==> config.mk <==
export PLATFORM = sky130hd
export DESIGN_NAME = rivp_core
export DESIGN_NICKNAME = d
export VERILOG_FILES = /design/src/hw/rivp_pkg.sv /design/src/hw/rivp_core.sv /design/src/hw/rivp_prio_enc.sv
export SDC_FILE = /design/constraint.sdc
export NUM_CORES = 1
export LEC_CHECK = 0
export BUFFER_PORTS_ARGS = -buffer_cell sky130_fd_sc_hd__clkbuf_2
export CORE_MARGIN = 3
export CORE_UTILIZATION = 24
export CTS_BUF_LIST = sky130_fd_sc_hd__clkbuf_2 sky130_fd_sc_hd__clkbuf_4 sky130_fd_sc_hd__clkbuf_8
export DETAILED_ROUTE_END_ITERATION = 8
export PLACE_DENSITY = 0.47
export SLEW_MARGIN = 30
export SYNTH_ARGS = -nofsm -noshare
export SYNTH_HDL_FRONTEND = slang
export SYNTH_SLANG_ARGS = --single-unit
==> constraint.sdc <==
create_clock -name clk_i -period 10.1 [get_ports clk_i]
set_input_delay 1.01 -clock clk_i [delete_from_list [all_inputs] [get_ports clk_i]]
set_output_delay 1.01 -clock clk_i [all_outputs]
set_load 0.005 [all_outputs]
==> src/hw/rivp_pkg.sv <==
// Shared constants and carrier types for the reset and interrupt vector
// placement block.
// Assumes a word-addressed program memory of at most 8K words.
package rivp_pkg;

  // ****************************************************************
  // Sizes
  // ****************************************************************
  localparam int RIVP_ADDR_W = 13;
  localparam int RIVP_NUM_VEC = 26;
  localparam int RIVP_NUM_IRQ = 25;
  localparam int RIVP_VEC_W = 5;

  // ****************************************************************
  // Vector table of the two-word part, entry n-1 is vector n
  // ****************************************************************
  localparam logic [12:0] RIVP_VEC_TABLE [RIVP_NUM_VEC] = '{
    13'h0000, 13'h0002, 13'h0004, 13'h0006, 13'h0008, 13'h000a,
    13'h000c, 13'h000e, 13'h0010, 13'h0012, 13'h0014, 13'h0016,
    13'h0018, 13'h001a, 13'h001c, 13'h001e, 13'h0020, 13'h0022,
    13'h0024, 13'h0026, 13'h0028, 13'h002a, 13'h002c, 13'h002e,
    13'h0030, 13'h0032
  };

  // Reset lands here when the fuse leaves the boot section out
  localparam logic [12:0] RIVP_RESET_ADDR = 13'h0000;
  // Fuse value that means programmed
  localparam logic RIVP_FUSE_PROGRAMMED = 1'b0;
  localparam logic RIVP_FUSE_RESET = 1'b1;

  // ****************************************************************
  // Control register layout and timing
  // ****************************************************************
  localparam int RIVP_CE_BIT = 0;
  localparam int RIVP_SEL_BIT = 1;
  localparam logic [1:0] RIVP_CTRL_RESET = 2'h0;
  localparam logic [2:0] RIVP_CHANGE_WINDOW = 3'h4;

  // Fetch request handed to the core
  typedef struct packed {
    logic is_reset;
    logic [4:0] vec_num;
    logic [12:0] addr;
  } rivp_fetch_t;

endpackage

==> src/hw/rivp_core.sv <==
// Reset and interrupt vector placement: picks the fetch address after
// reset and for each dispatched interrupt, with boot relocation.
// Assumes the core acknowledges a pending interrupt with a one-cycle
// pulse and that request and enable inputs are synchronous to clk_i.
`timescale 1ns/100ps
module rivp_core
  import rivp_pkg::*;
#(
  parameter bit LARGE_PART = 1'b1
) (
  input wire logic clk_i,
  input wire logic rst_i,
  input wire logic reset_to_boot_fuse_i,
  input wire logic [RIVP_ADDR_W-1:0] boot_start_i,
  input wire logic ctrl_wr_i,
  input wire logic [1:0] ctrl_wdata_i,
  output logic [1:0] core_control_o,
  input wire logic global_irq_en_i,
  input wire logic [RIVP_NUM_IRQ-1:0] irq_req_i,
  input wire logic [RIVP_NUM_IRQ-1:0] irq_en_i,
  output logic irq_pending_o,
  input wire logic irq_ack_i,
  output logic fetch_valid_o,
  output rivp_fetch_t fetch_o
);

  // ****************************************************************
  // State
  // ****************************************************************
  typedef enum logic [3:0] {
    ST_RESET = 4'b0001,
    ST_BOOT_FETCH = 4'b0010,
    ST_IDLE = 4'b0100,
    ST_DISPATCH = 4'b1000
  } rivp_state_t;

  rivp_state_t state_reg;
  rivp_state_t state_next;
  logic fuse_reg;
  logic vector_boot_select_reg;
  logic vector_change_enable_reg;
  logic [2:0] window_reg;
  rivp_fetch_t fetch_reg;
  logic [RIVP_NUM_IRQ-1:0] masked_req;
  logic winner_found;
  logic [RIVP_VEC_W-1:0] winner_idx;
  logic [RIVP_VEC_W-1:0] winner_vec;
  logic window_open;
  logic take_irq;
  logic [RIVP_ADDR_W-1:0] reset_addr;
  logic [RIVP_ADDR_W-1:0] base_addr;
  logic [RIVP_ADDR_W-1:0] vec_addr;

  // ****************************************************************
  // Fuse capture
  // ****************************************************************
  // Caught while reset is held so a fuse change needs a fresh reset
  always_ff @(posedge clk_i) begin
    if (rst_i) begin
      fuse_reg <= reset_to_boot_fuse_i;
    end
  end

  always_comb begin
    if (fuse_reg == RIVP_FUSE_PROGRAMMED) begin
      reset_addr = boot_start_i;
    end else begin
      reset_addr = RIVP_RESET_ADDR;
    end
  end

  // ****************************************************************
  // Protected vector select
  // ****************************************************************
  assign window_open = (window_reg != 3'h0);

  always_ff @(posedge clk_i) begin
    if (rst_i) begin
      window_reg <= 3'h0;
    end else if (ctrl_wr_i && ctrl_wdata_i[RIVP_CE_BIT]) begin
      window_reg <= RIVP_CHANGE_WINDOW;
    end else if (ctrl_wr_i) begin
      window_reg <= 3'h0; // A completing write closes it
    end else if (window_open) begin
      window_reg <= window_reg - 3'h1;
    end
  end

  always_ff @(posedge clk_i) begin
    if (rst_i) begin
      vector_change_enable_reg <= RIVP_CTRL_RESET[RIVP_CE_BIT];
    end else if (ctrl_wr_i) begin
      vector_change_enable_reg <= ctrl_wdata_i[RIVP_CE_BIT];
    end else if (window_reg == 3'h1) begin
      vector_change_enable_reg <= 1'b0;
    end
  end

  // select only moves inside the window
  // Stray writes outside the window are dropped to guard the table
  always_ff @(posedge clk_i) begin
    if (rst_i) begin
      vector_boot_select_reg <= RIVP_CTRL_RESET[RIVP_SEL_BIT];
    end else if (ctrl_wr_i && window_open &&
                 !ctrl_wdata_i[RIVP_CE_BIT]) begin
      vector_boot_select_reg <= ctrl_wdata_i[RIVP_SEL_BIT];
    end
  end

  // Readback of the control bits
  always_comb begin
    core_control_o = 2'h0;
    core_control_o[RIVP_SEL_BIT] = vector_boot_select_reg;
    core_control_o[RIVP_CE_BIT] = vector_change_enable_reg;
  end

  // ****************************************************************
  // Request arbitration
  // ****************************************************************
  // enabled sources only
  assign masked_req = irq_req_i & irq_en_i;

  rivp_prio_enc #(
    .N(RIVP_NUM_IRQ),
    .W(RIVP_VEC_W)
  ) u_prio (
    .req_i(masked_req),
    .found_o(winner_found),
    .idx_o(winner_idx)
  );

  // Source 0 is vector 2
  assign winner_vec = winner_idx + 5'h2;

  // Interrupts stay off while a select change is under way
  // so a half-moved table is never fetched from
  assign irq_pending_o = winner_found && global_irq_en_i &&
                         !window_open && (state_reg == ST_IDLE);
  assign take_irq = irq_pending_o && irq_ack_i;

  // ****************************************************************
  // Vector address
  // ****************************************************************
  // table entries two words apart on the large part, one word apart when LARGE_PART is clear
  always_comb begin
    if (LARGE_PART) begin
      base_addr = RIVP_VEC_TABLE[winner_vec - 5'h1];
    end else begin
      base_addr = RIVP_VEC_TABLE[winner_vec - 5'h1] >> 1;
    end
  end

  // low table unless select is set
  always_comb begin
    if (vector_boot_select_reg) begin
      vec_addr = base_addr + boot_start_i;
    end else begin
      vec_addr = base_addr;
    end
  end

  // ****************************************************************
  // Sequencer
  // ****************************************************************
  // Two quiet cycles after reset let the core see the reset fetch
  // before any interrupt is offered; a dispatch also takes a cycle,
  // which limits acknowledges to one every second cycle
  always_comb begin
    state_next = state_reg;
    case (state_reg)
      ST_RESET: state_next = ST_BOOT_FETCH;
      ST_BOOT_FETCH: state_next = ST_IDLE;
      ST_IDLE: begin
        if (take_irq) begin
          state_next = ST_DISPATCH;
        end
      end
      ST_DISPATCH: state_next = ST_IDLE;
      default: state_next = ST_RESET;
    endcase
  end

  always_ff @(posedge clk_i) begin
    if (rst_i) begin
      state_reg <= ST_RESET;
    end else begin
      state_reg <= state_next;
    end
  end

  // Fetch word is registered so the core sees a steady address
  // for as long as the valid pulse stands
  // all reset causes share vector 1
  always_ff @(posedge clk_i) begin
    if (rst_i) begin
      fetch_reg <= '0;
    end else if (state_reg == ST_RESET) begin
      fetch_reg.is_reset <= 1'b1;
      fetch_reg.vec_num <= 5'h1;
      fetch_reg.addr <= reset_addr;
    end else if (take_irq) begin
      fetch_reg.is_reset <= 1'b0;
      fetch_reg.vec_num <= winner_vec;
      fetch_reg.addr <= vec_addr;
    end
  end

  assign fetch_o = fetch_reg;
  assign fetch_valid_o = (state_reg == ST_BOOT_FETCH) ||
                         (state_reg == ST_DISPATCH);

  // ****************************************************************
  // Checks
  // ****************************************************************
  // first fetch after reset
  AST_FIRST_FETCH: assert property (@(posedge clk_i) disable iff (rst_i)
    $fell(rst_i) |=> fetch_valid_o && fetch_o.is_reset &&
                     fetch_o.vec_num == 5'h1)
    else $error("reset fetch missing after release");

  AST_RESET_ADDR: assert property (@(posedge clk_i) disable iff (rst_i)
    fetch_valid_o && fetch_o.is_reset |->
      fetch_o.addr == (fuse_reg ? RIVP_RESET_ADDR : boot_start_i))
    else $error("reset fetch address wrong for fuse");

  // two-word spacing in the low table
  AST_LOW_TABLE: assert property (@(posedge clk_i) disable iff (rst_i)
    take_irq && !vector_boot_select_reg && LARGE_PART |=>
      fetch_o.addr == {7'h0, $past(winner_vec) - 5'h1, 1'b0})
    else $error("low table vector address wrong");

  // relocated table, expected from the source index alone
  AST_BOOT_TABLE: assert property (@(posedge clk_i) disable iff (rst_i)
    take_irq && vector_boot_select_reg |=>
      fetch_o.addr == $past(boot_start_i) + (LARGE_PART ?
        {7'h0, $past(winner_idx) + 5'h1, 1'b0} :
        {8'h0, $past(winner_idx) + 5'h1}))
    else $error("relocated vector address wrong");

  AST_LOW_SMALL: assert property (@(posedge clk_i) disable iff (rst_i)
    take_irq && !vector_boot_select_reg && !LARGE_PART |=>
      fetch_o.addr == {8'h0, $past(winner_idx) + 5'h1})
    else $error("single-word vector address wrong");

  AST_ENABLED: assert property (@(posedge clk_i) disable iff (rst_i)
    irq_pending_o |-> irq_en_i[winner_idx] && irq_req_i[winner_idx])
    else $error("disabled source offered for dispatch");

  AST_PRIORITY: assert property (@(posedge clk_i) disable iff (rst_i)
    irq_pending_o |->
      (masked_req & ((25'h1 << winner_idx) - 25'h1)) == 25'h0)
    else $error("lower vector number was skipped");

  // window length
  // Looked at on the edge after the fourth idle cycle; on that fourth
  // edge the count still reads one and a write is still welcome
  AST_WINDOW: assert property (@(posedge clk_i) disable iff (rst_i)
    ctrl_wr_i && ctrl_wdata_i[RIVP_CE_BIT] ##1 !ctrl_wr_i [*4] |=>
      !window_open && !vector_change_enable_reg)
    else $error("change window not closed after four cycles");

  AST_SEL_HOLD: assert property (@(posedge clk_i) disable iff (rst_i)
    $changed(vector_boot_select_reg) |->
      $past(window_open) && $past(ctrl_wr_i))
    else $error("vector select changed without unlock");

  AST_DISPATCH: assert property (@(posedge clk_i) disable iff (rst_i)
    take_irq |=> fetch_valid_o && !fetch_o.is_reset ##1 !fetch_valid_o)
    else $error("dispatch fetch pulse wrong");

  AST_SEL_WRITE: assert property (@(posedge clk_i) disable iff (rst_i)
    ctrl_wr_i && window_open && !ctrl_wdata_i[RIVP_CE_BIT] |=>
      vector_boot_select_reg == $past(ctrl_wdata_i[RIVP_SEL_BIT]))
    else $error("unlocked select write did not land");

  AST_FETCH_PULSE: assert property (@(posedge clk_i) disable iff (rst_i)
    fetch_valid_o |=> !fetch_valid_o)
    else $error("fetch request held too long");

  // fuse copy only moves while reset is held
  AST_FUSE_HOLD: assert property (@(posedge clk_i) disable iff (rst_i)
    !$past(rst_i) |-> $stable(fuse_reg))
    else $error("fuse copy changed outside reset");

  // nothing offered before the reset fetch is out
  AST_RESET_QUIET: assert property (@(posedge clk_i) disable iff (rst_i)
    $fell(rst_i) |-> !irq_pending_o ##1 !irq_pending_o)
    else $error("interrupt offered too soon after reset");

  // table frozen for the core while a change is open
  AST_WIN_MASK: assert property (@(posedge clk_i) disable iff (rst_i)
    window_open |-> !irq_pending_o)
    else $error("interrupt offered inside change window");

  AST_GIE_MASK: assert property (@(posedge clk_i) disable iff (rst_i)
    !global_irq_en_i |-> !irq_pending_o)
    else $error("interrupt offered while globally disabled");

  AST_DISP_GAP: assert property (@(posedge clk_i) disable iff (rst_i)
    take_irq |=> !irq_pending_o)
    else $error("interrupt offered during dispatch");

endmodule

==> src/hw/rivp_prio_enc.sv <==
// Lowest-index-first priority encoder for pending interrupt requests.
// Assumes requests are already gated by their enables.
`timescale 1ns/100ps
module rivp_prio_enc #(
  parameter int N = 25,
  parameter int W = 5
) (
  input wire logic [N-1:0] req_i,
  output logic found_o,
  output logic [W-1:0] idx_o
);

  // ****************************************************************
  // Scan from the top so the lowest index is written last and wins
  // ****************************************************************
  always_comb begin
    found_o = 1'b0;
    idx_o = '0;
    for (int i = N - 1; i >= 0; i--) begin
      if (req_i[i]) begin
        found_o = 1'b1;
        idx_o = W'(i);
      end
    end
  end

endmodule

==> flow_metrics.py, run 1 <==
metrics = {
    "run_status": {
        "status": "finished, final reports clean",
    },
    "placed_design": {
        "place_congestion": 0.7791,
        "port_buffers": 93,
        "dp_hpwl_mm": 5.218,
    },
    "power": {
        "pwr-share-clk": 0.265,
        "switching_share": 0.3392,
        "p_int_mw": 0.2298,
        "ir_drop_mv": 0.05198,
        "power_frac_comb": 0.359,
        "pwr-share-seq": 0.376,
        "p_sw_mw": 0.1180,
        "power.leakage_nw": 1.302,
        "powerDensity_nw_per_um2": 122.6,
    },
    "sta": {
        "setup_viol": 0,
        "period_needed_ns": 5.262,
        "fin_setup_tns_ns": 0,
        "rsz0062_at_grt": "false",
        "hold_viol": 0,
        "maxSlewViolCount": 0,
        "slew_headroom": 0.6222,
        "worst_pin_slew_ns": 0.5668,
        "finalCritPeriodShare": 0.5210,
        "fmax_ghz": 0.1900,
        "hold_slack_ns": 0.4533,
        "finClkSkew_ns": 0.007334,
    },
    "global_route": {
        "grt.total_usage": 0.1254,
        "grt_pass1_wl_mm": 10.38,
        "grt_max_degree": 28,
        "grt_pass1_vias": 2276,
        "antenna_found_initial": 0,
        "grt_overflow": 0,
    },
    "finish": {
        "drive_above_1_share": 0.3380,
        "final_cell_mix": "clkbuf_2 (93), nand2_1 (34), nor2_1 (33)",
        "largest_reg_flops": 19,
        "final_common_cell": "clkbuf_2",
        "syn_to_final_growth_pct": 29.01,
        "finalNetCount": 438,
        "n_antenna_cell": 0,
    },
    "logic_synthesis": {
        "yosys.cell_types.count": 60,
        "netlist_instances": 263,
        "yosysWarningCount": 0,
        "ys_seq_elements": 29,
        "synth_top_area_cell": "dfxtp_1",
        "synth_top_area_share": 0.2548,
        "synthTopCellsByArea": "dfxtp_1 (25%), ha_1 (6.3%), nand2_1 (5.8%), nor2_1 (5.6%), a21oi_1 (4.3%)",
        "synth_nets": 346,
        "synth.avg_cell_area_um2": 8.364,
        "ys.flop_type": "dfxtp_1",
        "synth_edf_count": 1,
        "ys_seq_area_frac": 0.2685,
        "async_flop_share": 0,
        "syn-cell-area_um2": 2200,
    },
    "detailed_routing": {
        "post_drt_wl_per_cell_um": 13.77,
        "vias_per_cell": 4.898,
        "drt_pass1_iterations": 6,
        "num_vias": 2268,
        "routed_wl_mm": 6.377,
        "drc_errors": 0,
        "dr.first_iter.drc_count": 88,
        "ant_nets": 0,
    },
    "floorplanning": {
        "core_area_um2": 8806,
        "die_x_um": 101.7,
        "fp.dieH_um": 101.7,
        "die_area_um2": 10350,
        "row_count": 34,
        "io_pins": 94,
        "initial_core_util": 0.2498,
    },
    "run": {
        "cap_violations": 0,
    },
    "clocking": {
        "cts.sinks": 29,
        "post-cts-setup-buffers": 0,
        "cts_inserted_buffers": 5,
        "path_clk_slew_ns": 0.07,
        "root_buffer": "clkbuf_8",
        "clockBufferDepth": 2,
        "cts_resized": 0,
        "clk_latency_ns": 0.28,
        "h-tree-depth": 2,
        "cts_hold_buf": 0,
        "cts_tree": "yes",
    },
    "setup_path": {
        "crit_fanout": 5,
        "critical_path_class": "input port to flop",
        "r2r_slack_ns": 7.47,
        "crit_path_end_kind": "flop",
        "worstPathRequired_ns": 10.24,
        "crit_arrival_ns": 5.41,
        "start_kind": "input port",
    },
    "worst_hold_path": {
        "hold_path.class": "flop to flop",
    },
}
cell type report:
cell class | instances | area [µm²]
clock buffer | 6 | 76.32
clock inverter | 1 | 5.005
fill | 958 | 5968
inverter | 13 | 48.80
multi-input combinational | 212 | 1509
sequential | 29 | 590.6
tap | 108 | 135.1
timing repair buffer | 94 | 473.0
kinds of logic after synthesis:
family          after synthesis  synth area share
simple gates                100            0.2395
fa+ha+maj                    12           0.07167
compound gates               86            0.3185
flops                        29            0.2685
mux                           1          0.004551
buf+inv                      22           0.04550
xor+xnor                     13           0.05176
power by group through the flow:
stage	combinational [mW]	sequential, mW	clock [mW]
2_1_floorplan	0.0811	0.132	0
3_3_place_gp	0.126	0.133	0
3_5_place_dp	0.126	0.133	0
4_1_cts	0.127	0.131	0.0964
5_1_grt	0.142	0.132	0.102
6_report	0.125	0.131	0.0922
metrics by stage:
| step | setup slack (ns) | std cells | utilization | power, mW | cell area [µm²] |
|---|---|---|---|---|---|
| 2_1_floorplan | 5.151 | 263 | - | 0.2136 | 2200 |
| 3_3_place_gp | 4.586 | 456 | 0.3130 | 0.2593 | 2756 |
| 3_5_place_dp | 4.537 | 456 | 0.3130 | 0.2593 | 2756 |
| 4_1_cts | 4.821 | 463 | 0.3223 | 0.3541 | 2838 |
| 5_1_grt | 4.496 | 463 | 0.3223 | 0.3765 | 2838 |
| 6_report | 4.838 | 463 | 0.3223 | 0.3478 | 2838 |
worst paths after layout:
kind                               from                        to  depth (start not counted)
min             fetch_o[7]$_SDFFE_PP0P_   fetch_o[7]$_SDFFE_PP0P_                          2
min reg2reg     fetch_o[7]$_SDFFE_PP0P_   fetch_o[7]$_SDFFE_PP0P_                          2
max reg2reg  window_reg[0]$_SDFFE_PP0P_   fetch_o[1]$_SDFFE_PP0P_                          9
max                       irq_req_i[21]  fetch_o[11]$_SDFFE_PP0P_                         20
Yosys cell counts, types with 3 or more instances:
master / number
ha_1: 11
nand3_1: 3
a211oi_1: 5
a222oi_1: 5
xnor2_1: 8
nor2b_1: 4
o21ai_0: 9
a22oi_4: 3
nor2_1: 33
inv_1: 13
nor3_1: 6
nand2_1: 34
a21oi_1: 19
clkbuf_1: 4
a22oi_1: 8
a32o_1: 3
a22o_1: 8
xor2_1: 5
a21boi_0: 3
dfxtp_1: 28
a221oi_1: 3
layer usage:
metal | track usage | routed length, µm
met5 | 0 | 0
met4 | 0.02249 | 19
met3 | 0.03237 | 350
met2 | 0.2233 | 3165
met1 | 0.1532 | 2842
worst max-delay path: stages:
cell	delay (ns)
clkbuf_2	0.09
a22o_1	0.27
o2111a_1	0.26
o21ai_1	0.22
nand2_1	0.07
a21boi_0	0.40
ha_1	0.35
or2b_2	0.31
a211o_1	0.31
and2_4	0.17
or2_1	0.22
fa_1	0.42
nor2b_1	0.12
o21ai_0	0.10
a21boi_0	0.30
o2111ai_1	0.20
nor2_1	0.17
xor2_1	0.08
a222oi_1	0.26
nor2_1	0.07
No activity file was read; power rests on OpenSTA's default activity.
==> inputs of run 2 (changes only) <==
==> constraint.sdc (replaced) <==
create_clock -name clk_i -period 5.2 [get_ports clk_i]
set_input_delay 0.52 -clock clk_i [delete_from_list [all_inputs] [get_ports clk_i]]
set_output_delay 0.52 -clock clk_i [all_outputs]
set_load 0.005 [all_outputs]
==> flow_metrics.py, run 2 (synthesis results as in run 1) <==
metrics = {
    "sta": {
        "fin_setup_tns_ns": 0,
        "finClkSkew_ns": 0.005320,
        "slew_headroom": 0.5935,
        "fmax_ghz": 0.2111,
        "finalCritPeriodShare": 0.9111,
        "setup_viol": 0,
        "hold_slack_ns": 0.4187,
        "period_needed_ns": 4.738,
        "rsz0062_at_grt": "false",
        "worst_slack_ns": 0.4622,
        "maxSlewViolCount": 0,
        "hold_viol": 0,
        "worst_pin_slew_ns": 0.6097,
    },
    "finish": {
        "syn_to_final_growth_pct": 29.58,
        "n_antenna_cell": 0,
        "drive_above_1_share": 0.3417,
        "finalNetCount": 439,
        "largest_reg_flops": 19,
        "final_common_cell": "clkbuf_2",
        "final_cell_mix": "clkbuf_2 (93), nand2_1 (34), nor2_1 (33)",
    },
    "setup_path": {
        "crit_arrival_ns": 4.89,
        "r2r_slack_ns": 2.55,
        "start_kind": "input port",
        "crit_path_end_kind": "flop",
        "crit_fanout": 5,
        "worstPathRequired_ns": 5.35,
        "critical_path_class": "input port to flop",
    },
    "clocking": {
        "root_buffer": "clkbuf_8",
        "path_clk_slew_ns": 0.07,
        "cts_resized": 0,
        "clk_latency_ns": 0.28,
        "h-tree-depth": 2,
        "clockBufferDepth": 2,
        "cts.sinks": 29,
        "cts_tree": "yes",
        "cts_hold_buf": 0,
        "cts_inserted_buffers": 5,
        "post-cts-setup-buffers": 0,
    },
    "floorplanning": {
        "row_count": 34,
        "io_pins": 94,
        "die_area_um2": 10350,
        "die_x_um": 101.7,
        "fp.dieH_um": 101.7,
        "initial_core_util": 0.2498,
        "core_area_um2": 8806,
    },
    "detailed_routing": {
        "dr.first_iter.drc_count": 122,
        "post_drt_wl_per_cell_um": 13.68,
        "drc_errors": 0,
        "vias_per_cell": 4.869,
        "drt_pass1_iterations": 4,
        "ant_nets": 0,
        "routed_wl_mm": 6.360,
        "num_vias": 2264,
    },
    "global_route": {
        "grt_overflow": 0,
        "grt_pass1_vias": 2221,
        "grt_max_degree": 28,
        "grt.total_usage": 0.1245,
        "antenna_found_initial": 0,
        "grt_pass1_wl_mm": 10.38,
    },
    "run_status": {
        "status": "finished, final reports clean",
    },
    "worst_hold_path": {
        "hold_path.class": "input port to flop",
    },
    "placed_design": {
        "dp_hpwl_mm": 5.182,
        "port_buffers": 93,
        "place_congestion": 0.8021,
        "place_ws_ns": 0.1552,
    },
    "run": {
        "cap_violations": 0,
    },
    "power": {
        "power.leakage_nw": 1.311,
        "ir_drop_mv": 0.1327,
        "powerDensity_nw_per_um2": 240.8,
    },
}
[run 2: changes by cell type in the layout (fill, tap and decap cells not counted), sizes merged]
cell	before	now
clkinv	1	2
buf	1	2
[run 2: final timing paths]
| check | from | end | depth (start not counted) |
|---|---|---|---|
| max | irq_req_i[19] | fetch_o[12]$_SDFFE_PP0P_ | 22 |
| min | reset_to_boot_fuse_i | fuse_reg$_DFFE_PP_ | 1 |
| max reg2reg | window_reg[0]$_SDFFE_PP0P_ | fetch_o[5]$_SDFFE_PP0P_ | 10 |
| min reg2reg | fetch_o[7]$_SDFFE_PP0P_ | fetch_o[7]$_SDFFE_PP0P_ | 2 |
[run 2: report_power, final]
part | internal, mW | switching (mW)
sequential | 0.241 | 0.0121
clock | 0.0978 | 0.0898
combinational | 0.111 | 0.135
total | 0.450 | 0.237
[run 2: critical path, cell delays in order]
cell	delay, ns
clkbuf_2	0.12
a22o_2	0.23
a31oi_1	0.14
o2111ai_1	0.16
a211oi_1	0.40
o21ai_0	0.13
nand2_1	0.16
ha_1	0.20
or2b_2	0.31
and4b_1	0.25
a211o_1	0.16
and2_4	0.18
nor2_1	0.07
ha_1	0.32
a21oi_1	0.09
a21boi_0	0.24
o21ai_0	0.18
a211oi_1	0.45
nand3_1	0.16
xnor2_1	0.15
a222oi_1	0.21
nor2_1	0.06
[run 2: through the flow]
| step | cells | area, µm² | utilization | total power, mW |
|---|---|---|---|---|
| 4_1_cts | 465 | 2850 | 0.3237 | 0.6970 |
| 6_report | 465 | 2850 | 0.3237 | 0.6864 |
| 3_5_place_dp | 457 | 2764 | 0.3139 | 0.5054 |
| 2_1_floorplan | 263 | 2200 | - | 0.4148 |
| 3_3_place_gp | 457 | 2764 | 0.3139 | 0.5045 |
| 5_1_grt | 465 | 2850 | 0.3237 | 0.7420 |
[run 2: cell type report]
type | instances | area [µm²]
fillers | 962 | 5956
multi-input cells | 212 | 1509
flip-flops and latches | 29 | 590.6
repair buffers | 95 | 480.5
well taps | 108 | 135.1
clock buffers | 6 | 76.32
inverters | 13 | 48.80
clock inverters | 2 | 10.01
[run 2: metal layers]
layer  global-route usage  wire, µm  part of all wire
met5                    0         0                 0
met4              0.02454        33            0.0052
met3              0.03237       362             0.057
met2               0.2138      3069              0.48
met1               0.1577      2894              0.46
==> inputs of run 3 (changes only) <==
--- a/config.mk
+++ b/config.mk
@@ -5,7 +5,7 @@
 export SDC_FILE = /design/constraint.sdc
 export NUM_CORES = 1
 export LEC_CHECK = 0
-export BUFFER_PORTS_ARGS = -buffer_cell sky130_fd_sc_hd__clkbuf_2
+export BUFFER_PORTS_ARGS = -buffer_cell sky130_fd_sc_hd__buf_2
 export CORE_MARGIN = 3
 export CORE_UTILIZATION = 24
 export CTS_BUF_LIST = sky130_fd_sc_hd__clkbuf_2 sky130_fd_sc_hd__clkbuf_4 sky130_fd_sc_hd__clkbuf_8
@@ -14,4 +14,5 @@
 export SLEW_MARGIN = 30
 export SYNTH_ARGS = -nofsm -noshare
 export SYNTH_HDL_FRONTEND = slang
+export SYNTH_HIERARCHICAL = 1
 export SYNTH_SLANG_ARGS = --single-unit
==> flow_metrics.py, run 3 <==
metrics = {
    "floorplanning": {
        "row_count": 34,
        "die_x_um": 102.8,
        "initial_core_util": 0.2530,
        "core_area_um2": 8891,
        "die_area_um2": 10570,
        "fp.dieH_um": 102.8,
        "io_pins": 94,
    },
    "run": {
        "cap_violations": 0,
    },
    "setup_path": {
        "start_kind": "input port",
        "r2r_cells": 4,
        "crit_path_end_kind": "flop",
        "crit_arrival_ns": 4.74,
        "crit_fanout": 5,
        "critical_path_class": "input port to flop",
        "worstPathRequired_ns": 5.34,
    },
    "sta": {
        "hold_viol": 0,
        "setup_viol": 0,
        "period_needed_ns": 4.604,
        "fmax_ghz": 0.2172,
        "finalCritPeriodShare": 0.8853,
        "worst_pin_slew_ns": 0.8153,
        "maxSlewViolCount": 0,
        "rsz0062_at_grt": "false",
        "fin_setup_tns_ns": 0,
        "slew_headroom": 0.4545,
        "finClkSkew_ns": 0.002481,
    },
    "logic_synthesis": {
        "synth.most_common_cell": "nor2_1",
        "synth_top_area_share": 0.2492,
        "synth.avg_cell_area_um2": 7.731,
        "yosys.cell_types.count": 57,
        "async_flop_share": 0,
        "synth_nets": 375,
        "synth_edf_count": 1,
        "yosysWarningCount": 6,
        "synthTopCellsByArea": "dfxtp_1 (25%), and2_1 (8.1%), ha_1 (6.7%), nor2_1 (5.3%), a21oi_1 (4.0%)",
        "synth_top_area_cell": "dfxtp_1",
        "ys_seq_area_frac": 0.2625,
        "ys_seq_elements": 29,
        "synth_common_cells": "nor2_1 (32), and2_1 (29), dfxtp_1 (28)",
        "ys.flop_type": "dfxtp_1",
        "syn-cell-area_um2": 2250,
        "netlist_instances": 291,
    },
    "global_route": {
        "use_met3": 0.02165,
        "grt_pass1_wl_mm": 10.45,
        "grt_pass1_vias": 2266,
        "antenna_found_initial": 0,
        "grt.total_usage": 0.1232,
        "top_usage_layer": "met2",
        "grt_max_degree": 31,
        "grt_overflow": 0,
        "met1_usage": 0.1611,
        "met2_usage": 0.2056,
    },
    "placed_design": {
        "place_congestion": 0.7628,
        "dp_hpwl_mm": 5.413,
        "port_buffers": 93,
    },
    "worst_hold_path": {
        "hold_path.class": "input port to flop",
        "hold_depth": 1,
    },
    "detailed_routing": {
        "drc_errors": 0,
        "ant_nets": 0,
        "vias_per_cell": 4.939,
        "routed_wl_mm": 6.760,
        "drt_pass1_iterations": 4,
        "post_drt_wl_per_cell_um": 13.77,
        "num_vias": 2425,
        "dr.first_iter.drc_count": 85,
    },
    "power": {
        "powerDensity_nw_per_um2": 263.9,
        "power.leakage_nw": 1.348,
        "power_mw": 0.7752,
        "ir_drop_mv": 0.1327,
    },
    "finish": {
        "n_antenna_cell": 0,
        "fill_cells": 973,
        "final_common_cell": "buf_2",
        "drive_above_1_share": 0.2898,
        "finalNetCount": 466,
        "syn_to_final_growth_pct": 30.59,
        "largest_reg_flops": 19,
        "final_cell_mix": "buf_2 (93), nor2_1 (31), and2_1 (29)",
    },
    "clocking": {
        "cts_tree": "yes",
        "root_buffer": "clkbuf_8",
        "cts_resized": 0,
        "clockBufferDepth": 2,
        "h-tree-depth": 2,
        "cts_hold_buf": 0,
        "cts.sinks": 29,
        "clk_latency_ns": 0.28,
        "cts_inserted_buffers": 5,
        "path_clk_slew_ns": 0.06,
        "post-cts-setup-buffers": 0,
    },
    "run_status": {
        "status": "finished, final reports clean",
    },
}
==> run 3: changes by cell type in the layout (fill, tap and decap cells not counted), sizes merged, moves of 4 or more <==
cell / change
buf: +93
clkbuf: -92
and2: +27
nand2: -18
a22oi: -10
nor3: +10
a22o: -9
nor4: +7
a222oi: -5
mux2i: +5
or3: +5
nand3: +4
xnor2: -4
==> run 3: cell type report <==
class                      count  area [µm²]  area share
multi-input combinational    236        1555      0.5294
inverter                      15       56.30     0.01917
timing repair buffer          95       480.5      0.1635
sequential                    29       590.6      0.2010
clock buffer                   7       90.09     0.03066
tap                          108       135.1     0.04600
clock inverter                 1       30.03     0.01022
==> run 3: power breakdown <==
part / leakage [nW] / switching [mW] / internal, mW
logic: 1.05 / 0.145 / 0.116
registers: 0.239 / 0.0170 / 0.245
clock network: 0.0619 / 0.0902 / 0.161
==> run 3: routing by layer <==
layer,part of all wire,vias to the layer above
met5,0,-
met4,0.019,0
met3,0.054,10
met2,0.46,73
met1,0.46,1113
li1,-,1229
==> run 3: worst paths after layout <==
path                            slack (ns)                      start                       to
worst min-delay path                  0.43       reset_to_boot_fuse_i       fuse_reg$_DFFE_PP_
worst min register to register        0.45    fetch_o[1]$_SDFFE_PP0P_  fetch_o[1]$_SDFFE_PP0P_
worst max register to register        3.03  state_reg[1]$_SDFFE_PP0P_  fetch_o[9]$_SDFFE_PP0P_
worst max-delay path                  0.60              irq_req_i[13]  fetch_o[9]$_SDFFE_PP0P_
==> run 3: worst max-delay path, cell delays in order <==
cell and delay [ns]:
buf_2 0.09, and2_1 0.18, nor4_2 0.31, o21ai_1 0.11, o311a_1 0.13, a2111oi_1 0.40
buf_4 0.21, ha_1 0.18, xor2_1 0.09, or3b_2 0.53, xnor2_1 0.20, nor2_1 0.08
or2_2 0.30, fa_1 0.44, nand2b_1 0.17, a21oi_1 0.29, nor2_1 0.10, o311ai_0 0.30
a31oi_1 0.12
==> run 3: through the flow <==
stage | std cells | setup slack [ns] | hold WS [ns] | cell area, µm² | utilization
6_report | 491 | 0.5965 | 0.4289 | 2938 | 0.3304
5_1_grt | 491 | 0.3055 | 0.4179 | 2938 | 0.3304
4_1_cts | 491 | 0.6185 | 0.4216 | 2927 | 0.3292
3_5_place_dp | 483 | 0.3352 | 0.4427 | 2806 | 0.3156
3_3_place_gp | 483 | 0.4141 | 0.4370 | 2806 | 0.3156
2_1_floorplan | 291 | 0.4432 | 0.4483 | 2250 | -
==> run 3: kinds of logic (layout without fill, tap and decap cells) <==
family | after synthesis | count (layout) | synth area share
buf+inv | 26 | 118 | 0.05116
fa+ha+maj | 13 | 13 | 0.07564
compound gates | 67 | 67 | 0.1997
mux | 6 | 6 | 0.02670
xor+xnor | 10 | 10 | 0.03893
flops | 29 | 29 | 0.2625
simple gates | 140 | 140 | 0.3454
